--- src/cmas_cfg.svh ---
`ifndef CMAS_CFG_SVH
`define CMAS_CFG_SVH
`define CMAS_IND_BIT 15
`define CMAS_PAGE_BIT 10
`define CMAS_OFS_MSB 9
`define CMAS_MOD_BIT 12
`define CMAS_STK_MSB 14
`define CMAS_STK_LSB 13
`define CMAS_YM_MSB 11
`define CMAS_YM_LSB 9
`define CMAS_YL_MSB 8
`define CMAS_YL_LSB 6
`define CMAS_XM_MSB 5
`define CMAS_XM_LSB 3
`define CMAS_XL_MSB 2
`define CMAS_XL_LSB 0
`define CMAS_NOP_WORD 16'h0000
`define CMAS_RST_WORD 16'h0000
`endif

--- src/cmas_pkg.sv ---
package cmas_pkg;
  typedef enum logic [1:0] {
    PH_FETCH,
    PH_INDIRECT,
    PH_EXECUTE
  } cmas_phase_e;
  typedef struct packed {
    logic [7:0] msd_read;
    logic [7:0] lsd_read;
    logic [7:0] msd_write;
    logic [7:0] lsd_write;
  } cmas_lines_s;
  typedef struct packed {
    logic [3:0] stack_sel_n;
    logic module_upper;
  } cmas_sel_s;
endpackage

--- src/cmas_core_addr.sv ---
// Notes on behaviour
// Instruction bit 15 picks direct (0) or indirect (1) operand addressing.
// Direct addressing goes from fetch straight to execute.
// Instruction bit 10 picks page zero (0) or the current page (1).
// Fetched word loads the instruction register; memory-reference bits 9..0 go to scratch.
// Page zero clears scratch bits 15..10; otherwise upper bits stay.
// On end of phase after loading, enter execute and increment program counter.
// At fetch start the address register takes the program counter.
// Indirect phase routes bits 14..0 of the read word into the address register.
// Bit 15 of an indirect word chains another indirect phase; 0 ends it.
// Store runs clear-write: read half blocked, transfer register written back.
// Panel data uses the same clear-write sequence as a store.
// Above installed capacity reads return zero, no parity error; counters wrap.
// Address bits 11..0 choose one of 4096 words in the module.
// Bits 11..9 and 8..6 form the two octal Y digits, one of 64.
// Bits 5..0 form the two octal X digits.
// Bit 12 picks lower or upper module; bits 14..13 pick the stack.
// Exactly one active-low stack select per stack code.
// A card's decoders are enabled only while its stack select is low.
// Read strobe drives read lines, write strobe drives write lines.
// One of eight drivers and one of eight switches per digit.
// Read and write currents flow in opposite directions.
// Upper module reverses X direction; Y direction is unchanged.
`timescale 1ns/100ps
`include "cmas_cfg.svh"
module cmas_core_addr #(
  parameter int STACKS_FITTED = 1,
  parameter int WORDS_PER_STACK = 8192
) (
  // Clock and reset
  input wire logic clk,
  input wire logic rst_b,
  // Sequencer
  input wire logic fetch_phase_start,
  input wire logic end_of_phase_flag,
  input wire logic word_valid,
  input wire logic [15:0] mem_word,
  input wire logic mem_ref_op,
  input wire logic store_accumulator_op,
  input wire logic panel_write,
  input wire logic [15:0] store_data,
  // Strobes
  input wire logic y_read_strobe,
  input wire logic y_write_strobe,
  input wire logic x_read_strobe,
  input wire logic x_write_strobe,
  // Status
  output cmas_pkg::cmas_phase_e phase,
  output logic [15:0] memory_address_register,
  output logic [15:0] program_counter,
  output logic [15:0] instruction_register,
  output logic [15:0] scratch_register,
  output logic [15:0] transfer_register,
  output logic [15:0] read_data,
  output logic beyond_capacity,
  output logic parity_error_enable,
  output logic clear_write_active,
  // Stack drive
  output logic basic_stack_select_n,
  output logic second_stack_select_n,
  output logic third_stack_select_n,
  output logic fourth_stack_select_n,
  output logic module_upper,
  output logic [3:0] card_decode_enable,
  output logic [7:0] y_msd_read_line,
  output logic [7:0] y_msd_write_line,
  output logic [7:0] y_lsd_read_line,
  output logic [7:0] y_lsd_write_line,
  output logic [7:0] x_msd_read_line,
  output logic [7:0] x_msd_write_line,
  output logic [7:0] x_lsd_read_line,
  output logic [7:0] x_lsd_write_line
);
  logic rst_meta_r;
  logic rst_sync_b;
  cmas_pkg::cmas_phase_e phase_r;
  logic store_cycle_r;
  logic [15:0] mar_r;
  logic [15:0] pc_r;
  logic [15:0] ir_r;
  logic [15:0] sp1_r;
  logic [15:0] tr_r;
  logic [15:0] rd_r;
  logic [3:0] sel_n;
  logic over_cap;
  logic [15:0] word_eff;
  logic [2:0] ym;
  logic [2:0] yl;
  logic [2:0] xm;
  logic [2:0] xl;
  logic x_rd_eff;
  logic x_wr_eff;
  cmas_pkg::cmas_lines_s ylines;
  cmas_pkg::cmas_lines_s xlines;
  cmas_pkg::cmas_sel_s sel;

  // Reset is released through two flops so that removal is synchronous.
  always_ff @(posedge clk or negedge rst_b) begin
    if (!rst_b) begin
      rst_meta_r <= 1'b0;
      rst_sync_b <= 1'b0;
    end else begin
      rst_meta_r <= 1'b1;
      rst_sync_b <= rst_meta_r;
    end
  end

  // Words above fitted memory read as a no-operation word. (see)
  assign over_cap = int'(mar_r[14:0]) >= STACKS_FITTED * WORDS_PER_STACK;
  assign word_eff = over_cap ? `CMAS_NOP_WORD : mem_word;

  // Phase sequencing.
  always_ff @(posedge clk or negedge rst_sync_b) begin
    if (!rst_sync_b) begin
      phase_r <= cmas_pkg::PH_FETCH;
    end else if (fetch_phase_start) begin
      phase_r <= cmas_pkg::PH_FETCH;
    end else if (end_of_phase_flag) begin
      case (phase_r)
        cmas_pkg::PH_FETCH: begin
          if (mem_ref_op && ir_r[`CMAS_IND_BIT]) begin
            phase_r <= cmas_pkg::PH_INDIRECT;
          end else begin
            phase_r <= cmas_pkg::PH_EXECUTE;
          end
        end
        cmas_pkg::PH_INDIRECT: begin
          if (!sp1_r[`CMAS_IND_BIT]) begin
            phase_r <= cmas_pkg::PH_EXECUTE;
          end
        end
        cmas_pkg::PH_EXECUTE: phase_r <= cmas_pkg::PH_FETCH;
        default: phase_r <= cmas_pkg::PH_FETCH;
      endcase
    end
  end

  // Program counter advances at the end of the fetch phase and wraps naturally.
  always_ff @(posedge clk or negedge rst_sync_b) begin
    if (!rst_sync_b) begin
      pc_r <= `CMAS_RST_WORD;
    end else if (end_of_phase_flag && !fetch_phase_start && phase_r == cmas_pkg::PH_FETCH) begin
      pc_r <= pc_r + 16'h0001;
    end
  end

  // Instruction register takes the fetched word unchanged.
  always_ff @(posedge clk or negedge rst_sync_b) begin
    if (!rst_sync_b) begin
      ir_r <= `CMAS_RST_WORD;
    end else if (word_valid && phase_r == cmas_pkg::PH_FETCH) begin
      ir_r <= word_eff;
    end
  end

  // Scratch register holds the operand or address word.
  always_ff @(posedge clk or negedge rst_sync_b) begin
    if (!rst_sync_b) begin
      sp1_r <= `CMAS_RST_WORD;
    end else if (word_valid && mem_ref_op && phase_r == cmas_pkg::PH_FETCH) begin
      if (!word_eff[`CMAS_PAGE_BIT]) begin
        sp1_r <= {6'h00, word_eff[`CMAS_OFS_MSB:0]};
      end else begin
        sp1_r <= {mar_r[15:10], word_eff[`CMAS_OFS_MSB:0]};
      end
    end else if (word_valid && phase_r == cmas_pkg::PH_INDIRECT) begin
      sp1_r <= word_eff;
    end
  end

  // Address register: program counter at fetch start, else the scratch address.
  always_ff @(posedge clk or negedge rst_sync_b) begin
    if (!rst_sync_b) begin
      mar_r <= `CMAS_RST_WORD;
    end else if (fetch_phase_start) begin
      mar_r <= pc_r;
    end else if (end_of_phase_flag && phase_r != cmas_pkg::PH_EXECUTE) begin
      // Bit 15 is the chain flag, not an address bit, so it is dropped.
      mar_r <= {1'b0, sp1_r[14:0]};
    end
  end

  // Store and panel writes use a clear-write cycle in execute.
  always_ff @(posedge clk or negedge rst_sync_b) begin
    if (!rst_sync_b) begin
      store_cycle_r <= 1'b0;
    end else if (fetch_phase_start) begin
      store_cycle_r <= 1'b0;
    end else if (phase_r == cmas_pkg::PH_EXECUTE && (store_accumulator_op || panel_write)) begin
      store_cycle_r <= 1'b1;
    end
  end

  // Transfer register; a read in the clear half is kept out of it.
  always_ff @(posedge clk or negedge rst_sync_b) begin
    if (!rst_sync_b) begin
      tr_r <= `CMAS_RST_WORD;
    end else if (phase_r == cmas_pkg::PH_EXECUTE && (store_accumulator_op || panel_write)) begin
      tr_r <= store_data;
    end else if (word_valid && !store_cycle_r) begin
      tr_r <= word_eff;
    end
  end

  always_ff @(posedge clk or negedge rst_sync_b) begin
    if (!rst_sync_b) begin
      rd_r <= `CMAS_RST_WORD;
    end else if (word_valid) begin
      rd_r <= word_eff;
    end
  end

  // Stack decode: one active-low select per stack code.
  assign sel.module_upper = mar_r[`CMAS_MOD_BIT];
  generate
    for (genvar s = 0; s < 4; s++) begin : g_stk
      assign sel.stack_sel_n[s] = !(mar_r[`CMAS_STK_MSB:`CMAS_STK_LSB] == 2'(s));
    end
  endgenerate
  assign sel_n = sel.stack_sel_n;

  // Address field split into octal digits.
  assign ym = mar_r[`CMAS_YM_MSB:`CMAS_YM_LSB];
  assign yl = mar_r[`CMAS_YL_MSB:`CMAS_YL_LSB];
  assign xm = mar_r[`CMAS_XM_MSB:`CMAS_XM_LSB];
  assign xl = mar_r[`CMAS_XL_MSB:`CMAS_XL_LSB];

  // Upper module swaps the X read and write decoders.
  assign x_rd_eff = sel.module_upper ? x_write_strobe : x_read_strobe;
  assign x_wr_eff = sel.module_upper ? x_read_strobe : x_write_strobe;

  // Any stack code enables the decoders, fitted or not; here one card serves the selected stack.
  cmas_drive_decode u_ydec (
    .clk(clk),
    .rst_sync_b(rst_sync_b),
    .most_significant_octal_digit(ym),
    .least_significant_octal_digit(yl),
    .enable(!(&sel_n)),
    .read_strobe(y_read_strobe),
    .write_strobe(y_write_strobe),
    .lines(ylines)
  );

  cmas_drive_decode u_xdec (
    .clk(clk),
    .rst_sync_b(rst_sync_b),
    .most_significant_octal_digit(xm),
    .least_significant_octal_digit(xl),
    .enable(!(&sel_n)),
    .read_strobe(x_rd_eff),
    .write_strobe(x_wr_eff),
    .lines(xlines)
  );

  // Outputs.
  assign phase = phase_r;
  assign memory_address_register = mar_r;
  assign program_counter = pc_r;
  assign instruction_register = ir_r;
  assign scratch_register = sp1_r;
  assign transfer_register = tr_r;
  assign read_data = rd_r;
  assign beyond_capacity = over_cap;
  assign parity_error_enable = !over_cap;
  assign clear_write_active = store_cycle_r;
  assign basic_stack_select_n = sel_n[0];
  assign second_stack_select_n = sel_n[1];
  assign third_stack_select_n = sel_n[2];
  assign fourth_stack_select_n = sel_n[3];
  assign module_upper = sel.module_upper;
  assign card_decode_enable = ~sel_n;
  assign y_msd_read_line = ylines.msd_read;
  assign y_lsd_read_line = ylines.lsd_read;
  assign y_msd_write_line = ylines.msd_write;
  assign y_lsd_write_line = ylines.lsd_write;
  assign x_msd_read_line = xlines.msd_read;
  assign x_lsd_read_line = xlines.lsd_read;
  assign x_msd_write_line = xlines.msd_write;
  assign x_lsd_write_line = xlines.lsd_write;
endmodule // cmas_core_addr

--- src/cmas_drive_decode.sv ---
`timescale 1ns/100ps
`include "cmas_cfg.svh"
module cmas_drive_decode (
  // Clock and reset
  input wire logic clk,
  input wire logic rst_sync_b,
  // Digits and enable
  input wire logic [2:0] most_significant_octal_digit,
  input wire logic [2:0] least_significant_octal_digit,
  input wire logic enable,
  // Strobes
  input wire logic read_strobe,
  input wire logic write_strobe,
  // Lines
  output cmas_pkg::cmas_lines_s lines
);
  cmas_pkg::cmas_lines_s lines_nxt;
  always_comb begin
    lines_nxt = '0;
    for (int i = 0; i < 8; i++) begin
      // Read and write groups drive opposite current directions. (see)
      lines_nxt.msd_read[i] = enable && read_strobe && (most_significant_octal_digit == 3'(i));
      lines_nxt.lsd_read[i] = enable && read_strobe && (least_significant_octal_digit == 3'(i));
      lines_nxt.msd_write[i] = enable && write_strobe && !read_strobe && (most_significant_octal_digit == 3'(i));
      lines_nxt.lsd_write[i] = enable && write_strobe && !read_strobe && (least_significant_octal_digit == 3'(i));
    end
  end
  always_ff @(posedge clk or negedge rst_sync_b) begin
    if (!rst_sync_b) begin
      lines <= '0;
    end else begin
      lines <= lines_nxt;
    end
  end
endmodule // cmas_drive_decode

--- config.mk ---
export PLATFORM = sky130hd
export DESIGN_NAME = cmas_core_addr
export DESIGN_NICKNAME = d
export VERILOG_FILES = /design/src/cmas_pkg.sv /design/src/cmas_core_addr.sv /design/src/cmas_drive_decode.sv
export VERILOG_INCLUDE_DIRS = /design/src /design/src/src
export SDC_FILE = /design/constraint.sdc
export NUM_CORES = 1
export LEC_CHECK = 0
export BUFFER_PORTS_ARGS = -buffer_cell sky130_fd_sc_hd__buf_2
export CORE_ASPECT_RATIO = 0.9
export CORE_MARGIN = 1.5
export CORE_UTILIZATION = 50
export DETAILED_ROUTE_END_ITERATION = 12
export PLACE_DENSITY = 0.79
export RECOVER_POWER = 100
export SYNTH_ARGS = -nofsm -noshare
export SYNTH_HDL_FRONTEND = slang
export SYNTH_HIERARCHICAL = 1
export SYNTH_SLANG_ARGS = --single-unit
--- constraint.sdc ---
create_clock -name clk -period 7.36 [get_ports clk]
set_input_delay 1.472 -clock clk [delete_from_list [all_inputs] [get_ports clk]]
set_output_delay 1.472 -clock clk [all_outputs]
set_load 0.05 [all_outputs]
======== Word-level counts from Yosys, hierarchy flattened ========
Index checks and enable logic that the tools add are counted.
operators by class
  add/sub/neg operators ................... 1
  order comparisons ....................... 1
  equality and inequality tests ........... 35
  multiplexer cells ....................... 17
  bitwise logic cells ..................... 1
  reductions and logical operators ........ 104
operators by type and width
  cell                                                                      number
  16-bit 2-to-1 mux                                                         8
  1-bit logical AND                                                         80
  3-bit == test (second input constant)                                     16
  3-bit by 2-bit == test with 1-bit output (second input constant)          8
  16-bit by 1-bit adder with 16-bit output (second input constant)          1
  15-bit by 14-bit >= comparator with 1-bit output (second input constant)  1
  3-bit by 1-bit == test with 1-bit output (second input constant)          4
  3-bit zero test                                                           4
  1-bit zero test                                                           10
  2-bit nonzero test                                                        5
  2-bit 2-to-1 mux                                                          4
  2-bit == test (second input constant)                                     3
  2-bit by 1-bit == test with 1-bit output (second input constant)          2
  2-bit zero test                                                           2
  1-bit 2-to-1 mux                                                          4
  4-bit inverter                                                            1
  2-bit case mux with 2 select lines                                        1
  4-bit AND reduction                                                       1
  3-bit inequality test (second input constant)                             1
  2-bit inequality test (second input constant)                             1
  2-bit AND reduction                                                       1
  1-bit logical OR                                                          1
word-level totals
  bits in registers ....................... 165
  input port bits ......................... 44
  output and inout bits ................... 174
  logic and storage cells ................. 177

======== Depth between registers and ports, before layout ========
Gate-level depths: netlist (run 1).
  word-level depth ........................ 7
  depth in mapped cells ................... 7
  depth with buffers taken out ............ 5

======== Modules after synthesis ========
The synthesis (run 1) kept the hierarchy.
modules (own cells, without submodules)
  module             instances  cells each  area each (um2)  seq. area each (um2)
  cmas_core_addr     1          415         4306.6           2527.4
  cmas_drive_decode  2          85          1076.0           800.8

======== Least setup slack after synthesis (run 1) ========
Ideal clock, no wire load.
  path kind ............................... register to output
  from .................................... register mar_r[13] (netlist: memory_address_register[13])
  to ...................................... output port beyond_capacity
  data arrival time ....................... 2.427 ns
  required time ........................... 5.888 ns
  setup slack ............................. 3.461 ns
  stages on the path, launching flop included .. 5
  path buffers ............................ 2
  path through ............................ dfrtp_1 nor2_1 clkbuf_1 inv_1 buf_4
between the ends
  longest elaborated chain between the ends .. 1
ends and longest elaborated chain
  what                                              RTL line               text
  from (decl)                                       cmas_core_addr.sv:78   logic [15:0] mar_r;
  from (signal assigned)                            cmas_core_addr.sv:174  mar_r <= `CMAS_RST_WORD;
  from (signal assigned)                            cmas_core_addr.sv:176  mar_r <= pc_r;
  from (signal assigned)                            cmas_core_addr.sv:179  mar_r <= {1'b0, sp1_r[14:0]};
  15-bit by 14-bit >= comparator with 1-bit output  cmas_core_addr.sv:109  assign over_cap = int'(mar_r[14:0]) >= STACKS_FITTED * WORDS_PER_STACK;
  to (decl)                                         cmas_core_addr.sv:55   output logic beyond_capacity,
Every way passes these cells.

==> out/qor.csv, run 1 <==
metric,value,unit
holdWs,369,ps
slew_violations,197,
layout-drive-gt1-share,11.5,%
crit_chain,clkbuf_1,
worstHoldStart,rst_meta_r,
dp_hpwl,11600,µm
wire_per_inst,16.4,µm
fin_area,8010,µm²
cts_setup_buffers,0,
ys.flop_type,dfrtp_1,
finalSetupViolations,0,
avgSynthCellArea,11.0,µm²
clock_skew,7.11,ps
max-vdd-ir-drop,0.000171,V
grt.overflow.total,0,
grt_pass1_vias,4914,
r2r_end,memory_address_register[9],
timing.slew.headroom,-97.8,%
reg2regPathDepth,1,
synthCells,585,
viasPerCell,5.12,
period_needed,4250,ps
cts_sinks,165,
htreeDepth,4,
leakagePower,3.64,nW
die-area,13600,µm²
antenna_found_initial,0,
end_kind,asynchronous set/reset pin,
drt_pass1_iterations,4,
drtAntennaViolNets,0,
clk_pin_slew,60,ps
worstSetupStartpointType,flop,
finalNetCount,849,
crit_buf_inv,1,
power.density,336,nW/µm²
start_util,51.1,%
fp.dieH,111,µm
rsz0062_at_grt,false,
path_max_fanout,57,
violations,"max-capacitance violations, max-slew violations",
whs_path_depth,0,
syn_area,6460,µm²
async_flop_share,100,%
power,2.69,mW
grt_pass1_wl,25300,µm
io_buffers,217,
io_pins,218,
grt_max_degree,65,
drt_iter0_drc,359,
cts_buffer_depth,2,
hold_buffers,0,
cts_root_buf,clkbuf_16,
reg2reg_from,rst_sync_b,
hold_viol,0,
cap_viol_max_count,5,
route.detailed.drc,0,
synth_warnings,6,
cts_resized,0,
insertion_delay,430,ps
grt.total_usage,24.3,%
final_cell_mix,"clkbuf_1, dfrtp_1, nand2_1",
cpMaxStageDelayCell,clkbuf_1,
rows,39,
synth_edf_count,0,
slowest_delay,2200,ps
die_w,123,µm
worst_pin_slew,2970,ps
wl,16100,µm
critPathArrivalTime,4130,ps
synth_cell_types,38,
n_fill_cell,1137,
hp-class,flop to flop,
cts_tree,done,
cts_buffers,17,
yosysSeqAreaShare,63.9,%
utilization,63.4,%
ys_ff_latch,165,
hold-path-endpoint,rst_sync_b,
place.gp.congestion,0.822,
post_dp_cell_area,7690,µm²
worstSetupPathType,flop to asynchronous set/reset pin,
r2r_slack,3110,ps
timing.final.crit_share,57.7,%
fin_setup_tns,0,ps
fmax,0.235,GHz
vias,5018,
final_common_cell,clkbuf_1,
path_delay_family,buffers and inverters,
status,"complete, but fails checks",
syn_to_final_growth,24.0,%
cp.required,7240,ps
diodes,0,
core-area,12600,µm²
==> registers in the layout, summed over array words and instances, names as in the netlist <==
register	cells
instruction_register	16
program_counter	16
memory_address_register	16
rst_meta_r	1
rst_sync_b	1
u_ydec/lines	32
scratch_register	16
phase	2
clear_write_active	1
transfer_register	16
u_xdec/lines	32
read_data	16
==> logic make-up after synthesis <==
group | Yosys count | synth area share, %
adders and majority gates | 1 | 0.194
other | 1 | 0.0581
buffers and inverters | 34 | 2.46
and+or+nand+nor | 257 | 19.1
AOI/OAI and AO/OA | 78 | 6.70
muxes | 34 | 5.54
DFF | 165 | 63.9
xor gates and xnor gates | 15 | 2.03
==> cells in the mapped netlist (all sizes together), types with 3 or more instances <==
cell | n | share of area, %
nor4 | 4 | 0.39
dfrtp | 165 | 64
mux2 | 14 | 2.4
inv | 7 | 0.41
xor2 | 5 | 0.68
nor2 | 73 | 4.2
or3b | 3 | 0.41
buf | 11 | 1.1
clkbuf | 16 | 0.93
nand3 | 6 | 0.46
nand4b | 4 | 0.54
nand3b | 6 | 0.70
mux2i | 20 | 3.1
or2 | 12 | 1.2
xnor2 | 10 | 1.4
o21ai | 52 | 4.0
nor3 | 18 | 1.4
nand4 | 6 | 0.58
nand2 | 94 | 5.5
and2 | 5 | 0.48
a21oi | 7 | 0.54
nand2b | 14 | 1.4
nand4bb | 5 | 0.87
a22o | 4 | 0.54
a31oi | 11 | 1.1
and3 | 3 | 0.29
==> through the flow <==
stage	setup WS, ps	cells
finish	3110	981
global route	2150	981
CTS	4320	981
detailed placement	4010	949
global placement	4140	949
floorplan	2420	591
==> metal layers <==
layer	global-route usage (%)	vias up	part of all wire, %
met3	7.92	19	8.2
met1	33.4	2396	45
li1	-	2406	-
met2	36.8	197	46
met4	7.29	0	0.97
met5	0	-	0
==> worst max-delay path by stage <==
| stage | startpoint | end | slack (ps) | cells past startpoint |
|---|---|---|---|---|
| 4_1_cts | memory_address_register[13] | basic_stack_select_n | 4320 | 4 |
| 2_1_floorplan | rst_sync_b | clear_write_active | 2420 | 0 |
| 3_5_place_dp | word_valid | transfer_register[5] | 4010 | 4 |
| 6_report | rst_sync_b | memory_address_register[9] | 3110 | 1 |
| 5_1_grt | rst_sync_b | memory_address_register[11] | 2150 | 1 |
| 3_3_place_gp | fetch_phase_start | program_counter[15] | 4140 | 5 |
==> power breakdown <==
group	internal, mW	total, mW	switching, mW	leakage, nW
registers	1.01	1.13	0.123	2.18
clock network	0.518	0.873	0.354	0.284
logic	0.134	0.690	0.557	1.17
total	1.66	2.69	1.03	3.64
==> cell type report <==
type | count | area [µm²] | area share, %
Clock inverter | 11 | 125 | 1.56
Multi-Input combinational cell | 392 | 2180 | 27.2
Tap cell | 164 | 205 | 2.56
Inverter | 7 | 26.3 | 0.328
Clock buffer | 21 | 460 | 5.75
Sequential cell | 165 | 4130 | 51.6
Timing Repair Buffer | 221 | 883 | 11.0
No activity file was read; power rests on OpenSTA's default activity.
==> run 2, diff against run 1 <==
- ABC_AREA: unset -> 1
- CORE_UTILIZATION: 50 -> 46
- PLACE_DENSITY: 0.79 -> 0.77
- clock period: 7.36 -> 3.7 ns (I/O delays scaled with it)
==> out/qor.csv, run 2 <==
metric,value,unit,change
synth_cell_types,31,,-18%
cap_viol_max_count,1,,-4
fin_area,8230,µm²,+2.7%
cp.required,2960,ps,-4280 ps
period_needed,2890,ps,
cpMaxStageDelayCell,nor2_1,,
power,5.45,mW,+100%
async_flop_share,100,%,unchanged
cts_buffers,17,,unchanged
route.detailed.drc,0,,unchanged
end_kind,primary output,,
syn_to_final_growth,23.5,%,
wl,17400,µm,+8.0%
cts_resized,0,,unchanged
drt_pass1_iterations,6,,+2
io_pins,218,,unchanged
antenna_found_initial,0,,unchanged
synth_top_cells_by_area,"dfrtp_1, nor2_1, nand2_1, inv_1, o21ai_0",,
timing.slew.headroom,-19.7,%,+78 points
setup_ws,805,ps,-2300 ps
worstSetupPathType,flop to primary output,,
grt.overflow.total,0,,unchanged
top_regs,"u_xdec/lines (32), u_ydec/lines (32)",,
clk_pin_slew,60,ps,about the same
power.density,662,nW/µm²,+97%
final_cell_mix,"clkbuf_1, dfrtp_1, nor2_1",,
drtAntennaViolNets,0,,unchanged
synth_top_area_share,62.0,%,-1.9 points
crit_chain,nor2_1 -> buf_2,,
path_max_fanout,19,,-67%
diodes,0,,unchanged
yosysTopAreaCell,dfrtp_1,,
syn_area,6660,µm²,+3.1%
post_dp_cell_area,7890,µm²,+2.6%
dp_hpwl,12400,µm,+6.9%
slew_violations,83,,-58%
grt.total_usage,23.3,%,-1.0 points
synth_edf_count,0,,unchanged
avgSynthCellArea,9.24,µm²,-16%
htreeDepth,4,,unchanged
die_w,130,µm,+5.7%
yosysMostFrequentCell,dfrtp_1,,
hold_buffers,0,,unchanged
leakagePower,3.99,nW,+9.6%
viasPerCell,4.87,,-4.9%
hp-class,input pin to asynchronous set/reset pin,,
finalSetupViolations,0,,unchanged
slowest_delay,880,ps,-1320 ps
die-area,15200,µm²,+12%
ys_ff_latch,165,,unchanged
wire_per_inst,15.2,µm,-7.2%
hold_viol,0,,unchanged
cts_setup_buffers,0,,unchanged
rows,41,,+5.1%
start_util,47.4,%,-3.7 points
finalNetCount,981,,+16%
dp_slack,1310,ps,-2700 ps
worstSetupStartpointType,flop,,
violations,"max-capacitance violations, max-slew violations",,
max-vdd-ir-drop,0.000367,V,+110%
cts_root_buf,clkbuf_16,,
layout-drive-gt1-share,10.0,%,-1.5 points
place.gp.congestion,0.820,,-0.30%
timing.final.crit_share,78.2,%,
vias,5556,,+11%
clock_skew,6.82,ps,-0.288 ps
io_buffers,217,,unchanged
holdWs,84.8,ps,-284 ps
ys.flop_type,dfrtp_1,,
rsz0062_at_grt,false,,
synthCells,721,,+23%
n_fill_cell,1319,,+16%
cts_tree,done,,
drt_iter0_drc,369,,+2.8%
status,"complete, but fails checks",,
final_common_cell,clkbuf_1,,
critPathArrivalTime,2150,ps,-1980 ps
yosysSeqAreaShare,62.0,%,-1.9 points
insertion_delay,430,ps,about the same
cts_sinks,165,,unchanged
worst_pin_slew,1790,ps,-1170 ps
grt_pass1_wl,26400,µm,+4.1%
fp.dieH,117,µm,+5.7%
synth_warnings,6,,unchanged
ys_top_cells_by_count,"dfrtp_1, nor2_1, nand2_1",,
grt_max_degree,84,,+29%
cts_buffer_depth,2,,unchanged
fin_setup_tns,0,ps,unchanged
grt_pass1_vias,5106,,+3.9%
core-area,14100,µm²,+11%
fmax,0.345,GHz,
## run 2: path summary, 6_finish.rpt
check	cells after the start	end	from	slack [ps]
min	1	rst_meta_r	rst_b	80
min in group clk	0	rst_sync_b	rst_meta_r	350
max in group asynchronous	1	transfer_register[1]	rst_sync_b	1250
max reg2reg	1	transfer_register[1]	rst_sync_b	1250
max	2	card_decode_enable[0]	memory_address_register[13]	810
min reg2reg	0	rst_sync_b	rst_meta_r	350
## run 2: logic make-up after synthesis
logic type | synth area share, %
buf+inv | 6.26
compound gates | 9.32
flops | 62.0
fa+ha+maj | 0.188
simple gates | 21.0
other cells | 0.0563
xor+xnor | 1.18
## run 2: power by group
part	internal (mW)	leakage, nW	switching, mW
sequential	2.00	2.16	0.218
clock	1.09	0.297	0.740
combinational	0.243	1.53	1.16
total	3.33	3.99	2.12
## run 2: layout make-up
class / count / area, µm² / share of cell area, %
clock buffers: 18 / 439 / 5.34
well taps: 193 / 241 / 2.94
clock inverters: 14 / 173 / 2.10
repair buffers: 219 / 896 / 10.9
flip-flops and latches: 165 / 4130 / 50.2
multi-input cells: 462 / 2080 / 25.3
inverters: 71 / 269 / 3.27
## run 2: critical path, delay by kind of cell, from the launching register on
family	cells	cell delay [ps]
AND/OR/NAND/NOR	1	880
buffers and inverters	1	420
flip-flops	1	430
## run 2: stage by stage
stage	utilization, %	instances
after floorplan	-	725
after global placement	56.1	1110
after detailed placement	56.1	1110
after CTS	60.5	1142
after global routing	58.5	1142
final	58.5	1142
## run 2: layer usage
metal / part of all wire (%) / global-route usage (%) / routed length (µm)
met1: 45 / 32.3 / 7760
met2: 47 / 35.9 / 8160
met3: 6.8 / 5.45 / 1190
met4: 1.5 / 9.11 / 266
met5: 0 / 0 / 0
==> run 3, diff against run 2 <==
- ABC_AREA: 1 -> 0
- CORE_UTILIZATION: 46 -> 50
- PLACE_DENSITY: 0.77 -> 0.79
- clock period: 3.7 -> 2.9 ns (I/O delays scaled with it)
==> out/qor.csv, run 3 (synthesized netlist as in run 1, its figures left out) <==
metric,value,unit,change
insertion_delay,420,ps,about the same
period_needed,2360,ps,
crit_end,card_decode_enable[0],,
hold_viol,0,,unchanged
io_pins,218,,unchanged
die-area,13600,µm²,-11%
status,"complete, no violations",,
clock_skew,10.2,ps,+3.36 ps
leakagePower,3.67,nW,-8.0%
io_buffers,217,,unchanged
n_fill_cell,1146,,-13%
finalSetupViolations,0,,unchanged
fin_setup_tns,0,ps,unchanged
wire_per_inst,16.2,µm,+6.6%
reg2reg_from,phase[0],,
diodes,0,,unchanged
cts_setup_buffers,0,,unchanged
grt.total_usage,24.0,%,+0.70 points
dp_hpwl,11600,µm,-6.5%
start_util,51.1,%,+3.7 points
final_cell_mix,"clkbuf_1, dfrtp_1, nand2_1",,
wl,16000,µm,-7.9%
vias,5080,,-8.6%
whs_path_depth,0,,
htreeDepth,4,,unchanged
rows,39,,-4.9%
fmax,0.423,GHz,
max-vdd-ir-drop,0.000423,V,+15%
worstSetupStartpointType,flop,,
drt_iter0_drc,397,,+7.6%
place.gp.congestion,0.835,,+1.8%
cts_buffers,17,,unchanged
viasPerCell,5.15,,+5.9%
reg2regPathDepth,4,,+3
worstSetupPathType,flop to primary output,,
grt_pass1_wl,25400,µm,-3.6%
die_w,123,µm,-5.4%
cts_root_buf,clkbuf_16,,
clk_pin_slew,60,ps,about the same
multi_input_area,2190,µm²,+5.5%
timing.slew.headroom,0.944,%,+21 points
slew_violations,0,,-100%
core-area,12600,µm²,-10%
drtAntennaViolNets,0,,unchanged
r2r_slack,640,ps,-610 ps
grt.overflow.total,0,,unchanged
antenna_found_initial,0,,unchanged
setup_ws,535,ps,-270 ps
cts_tree,done,,
cap_viol_max_count,0,,-1
cp.required,2320,ps,-640 ps
top_regs,"u_xdec/lines (32), u_ydec/lines (32)",,
path_max_fanout,19,,unchanged
syn_to_final_growth,24.8,%,
layout-drive-gt1-share,12.8,%,+2.8 points
timing.final.crit_share,81.5,%,
cts_buffer_depth,2,,unchanged
worstSetupStartpoint,memory_address_register[13],,
finalNetCount,855,,-13%
grt_max_degree,100,,+19%
cts_sinks,165,,unchanged
end_kind,primary output,,
power.density,846,nW/µm²,+28%
r2r_end,memory_address_register[1],,
ff_latch_area,4130,µm²,about the same
fp.dieH,111,µm,-5.4%
grt_pass1_vias,4952,,-3.0%
final_common_cell,clkbuf_1,,
drt_pass1_iterations,4,,-2
route.detailed.drc,0,,unchanged
dp_slack,633,ps,-680 ps
worst_pin_slew,1490,ps,-309 ps
rsz0062_at_grt,false,,
critPathArrivalTime,1780,ps,-370 ps
hp-class,flop to flop,,
==> run 3: critical path, stage by stage (launching register included) <==
cell and delay, ps:
dfrtp_1 430, nor2_1 170, buf_4 270, clkbuf_1 500
==> run 3: layer usage <==
metal,up-vias,part of all wire [%],track usage (%)
met5,-,0,0
met4,0,1.2,7.83
met3,16,8.2,7.36
met2,195,46,36.5
met1,2450,44,33.0
li1,2419,-,-
==> run 3: worst min path at each step <==
stage | from | endpoint | slack [ps]
after global routing | rst_meta_r | rst_sync_b | 390
after floorplan | rst_b | rst_meta_r | 280
after detailed placement | rst_sync_b | u_xdec/lines[19] | 360
after CTS | rst_sync_b | u_xdec/lines[19] | 360
after global placement | rst_sync_b | u_xdec/lines[19] | 340
final | rst_meta_r | rst_sync_b | 390
==> run 3: layout make-up <==
cell class | count | share of cell area (%)
flip-flops and latches | 165 | 51.3
multi-input cells | 392 | 27.2
repair buffers | 227 | 11.5
clock buffers | 22 | 5.88
well taps | 164 | 2.55
clock inverters | 9 | 1.27
inverters | 7 | 0.326
==> run 3: through the flow <==
stage	cells	hold slack (ps)	cell area (µm²)	utilization, %	total power, mW
3_3_place_gp	954	340	7750	61.3	4.71
2_1_floorplan	591	284	6480	-	4.22
4_1_cts	986	362	8340	66.0	6.94
3_5_place_dp	954	355	7750	61.3	4.76
6_report	986	391	8060	63.8	6.82
5_1_grt	986	388	8060	63.8	7.10
==> run 3: what timing repair did <==
item,in CTS,in global routing
endpoints found under the hold margin,2,0
gates resized for setup,0,0
hold buffers,1,0
==> run 3: power by group <==
part	internal, mW	total [mW]	switching (mW)
Clock	1.33	2.18	0.855
Combinational	0.344	1.78	1.44
Sequential	2.56	2.86	0.299
Total	4.23	6.82	2.59
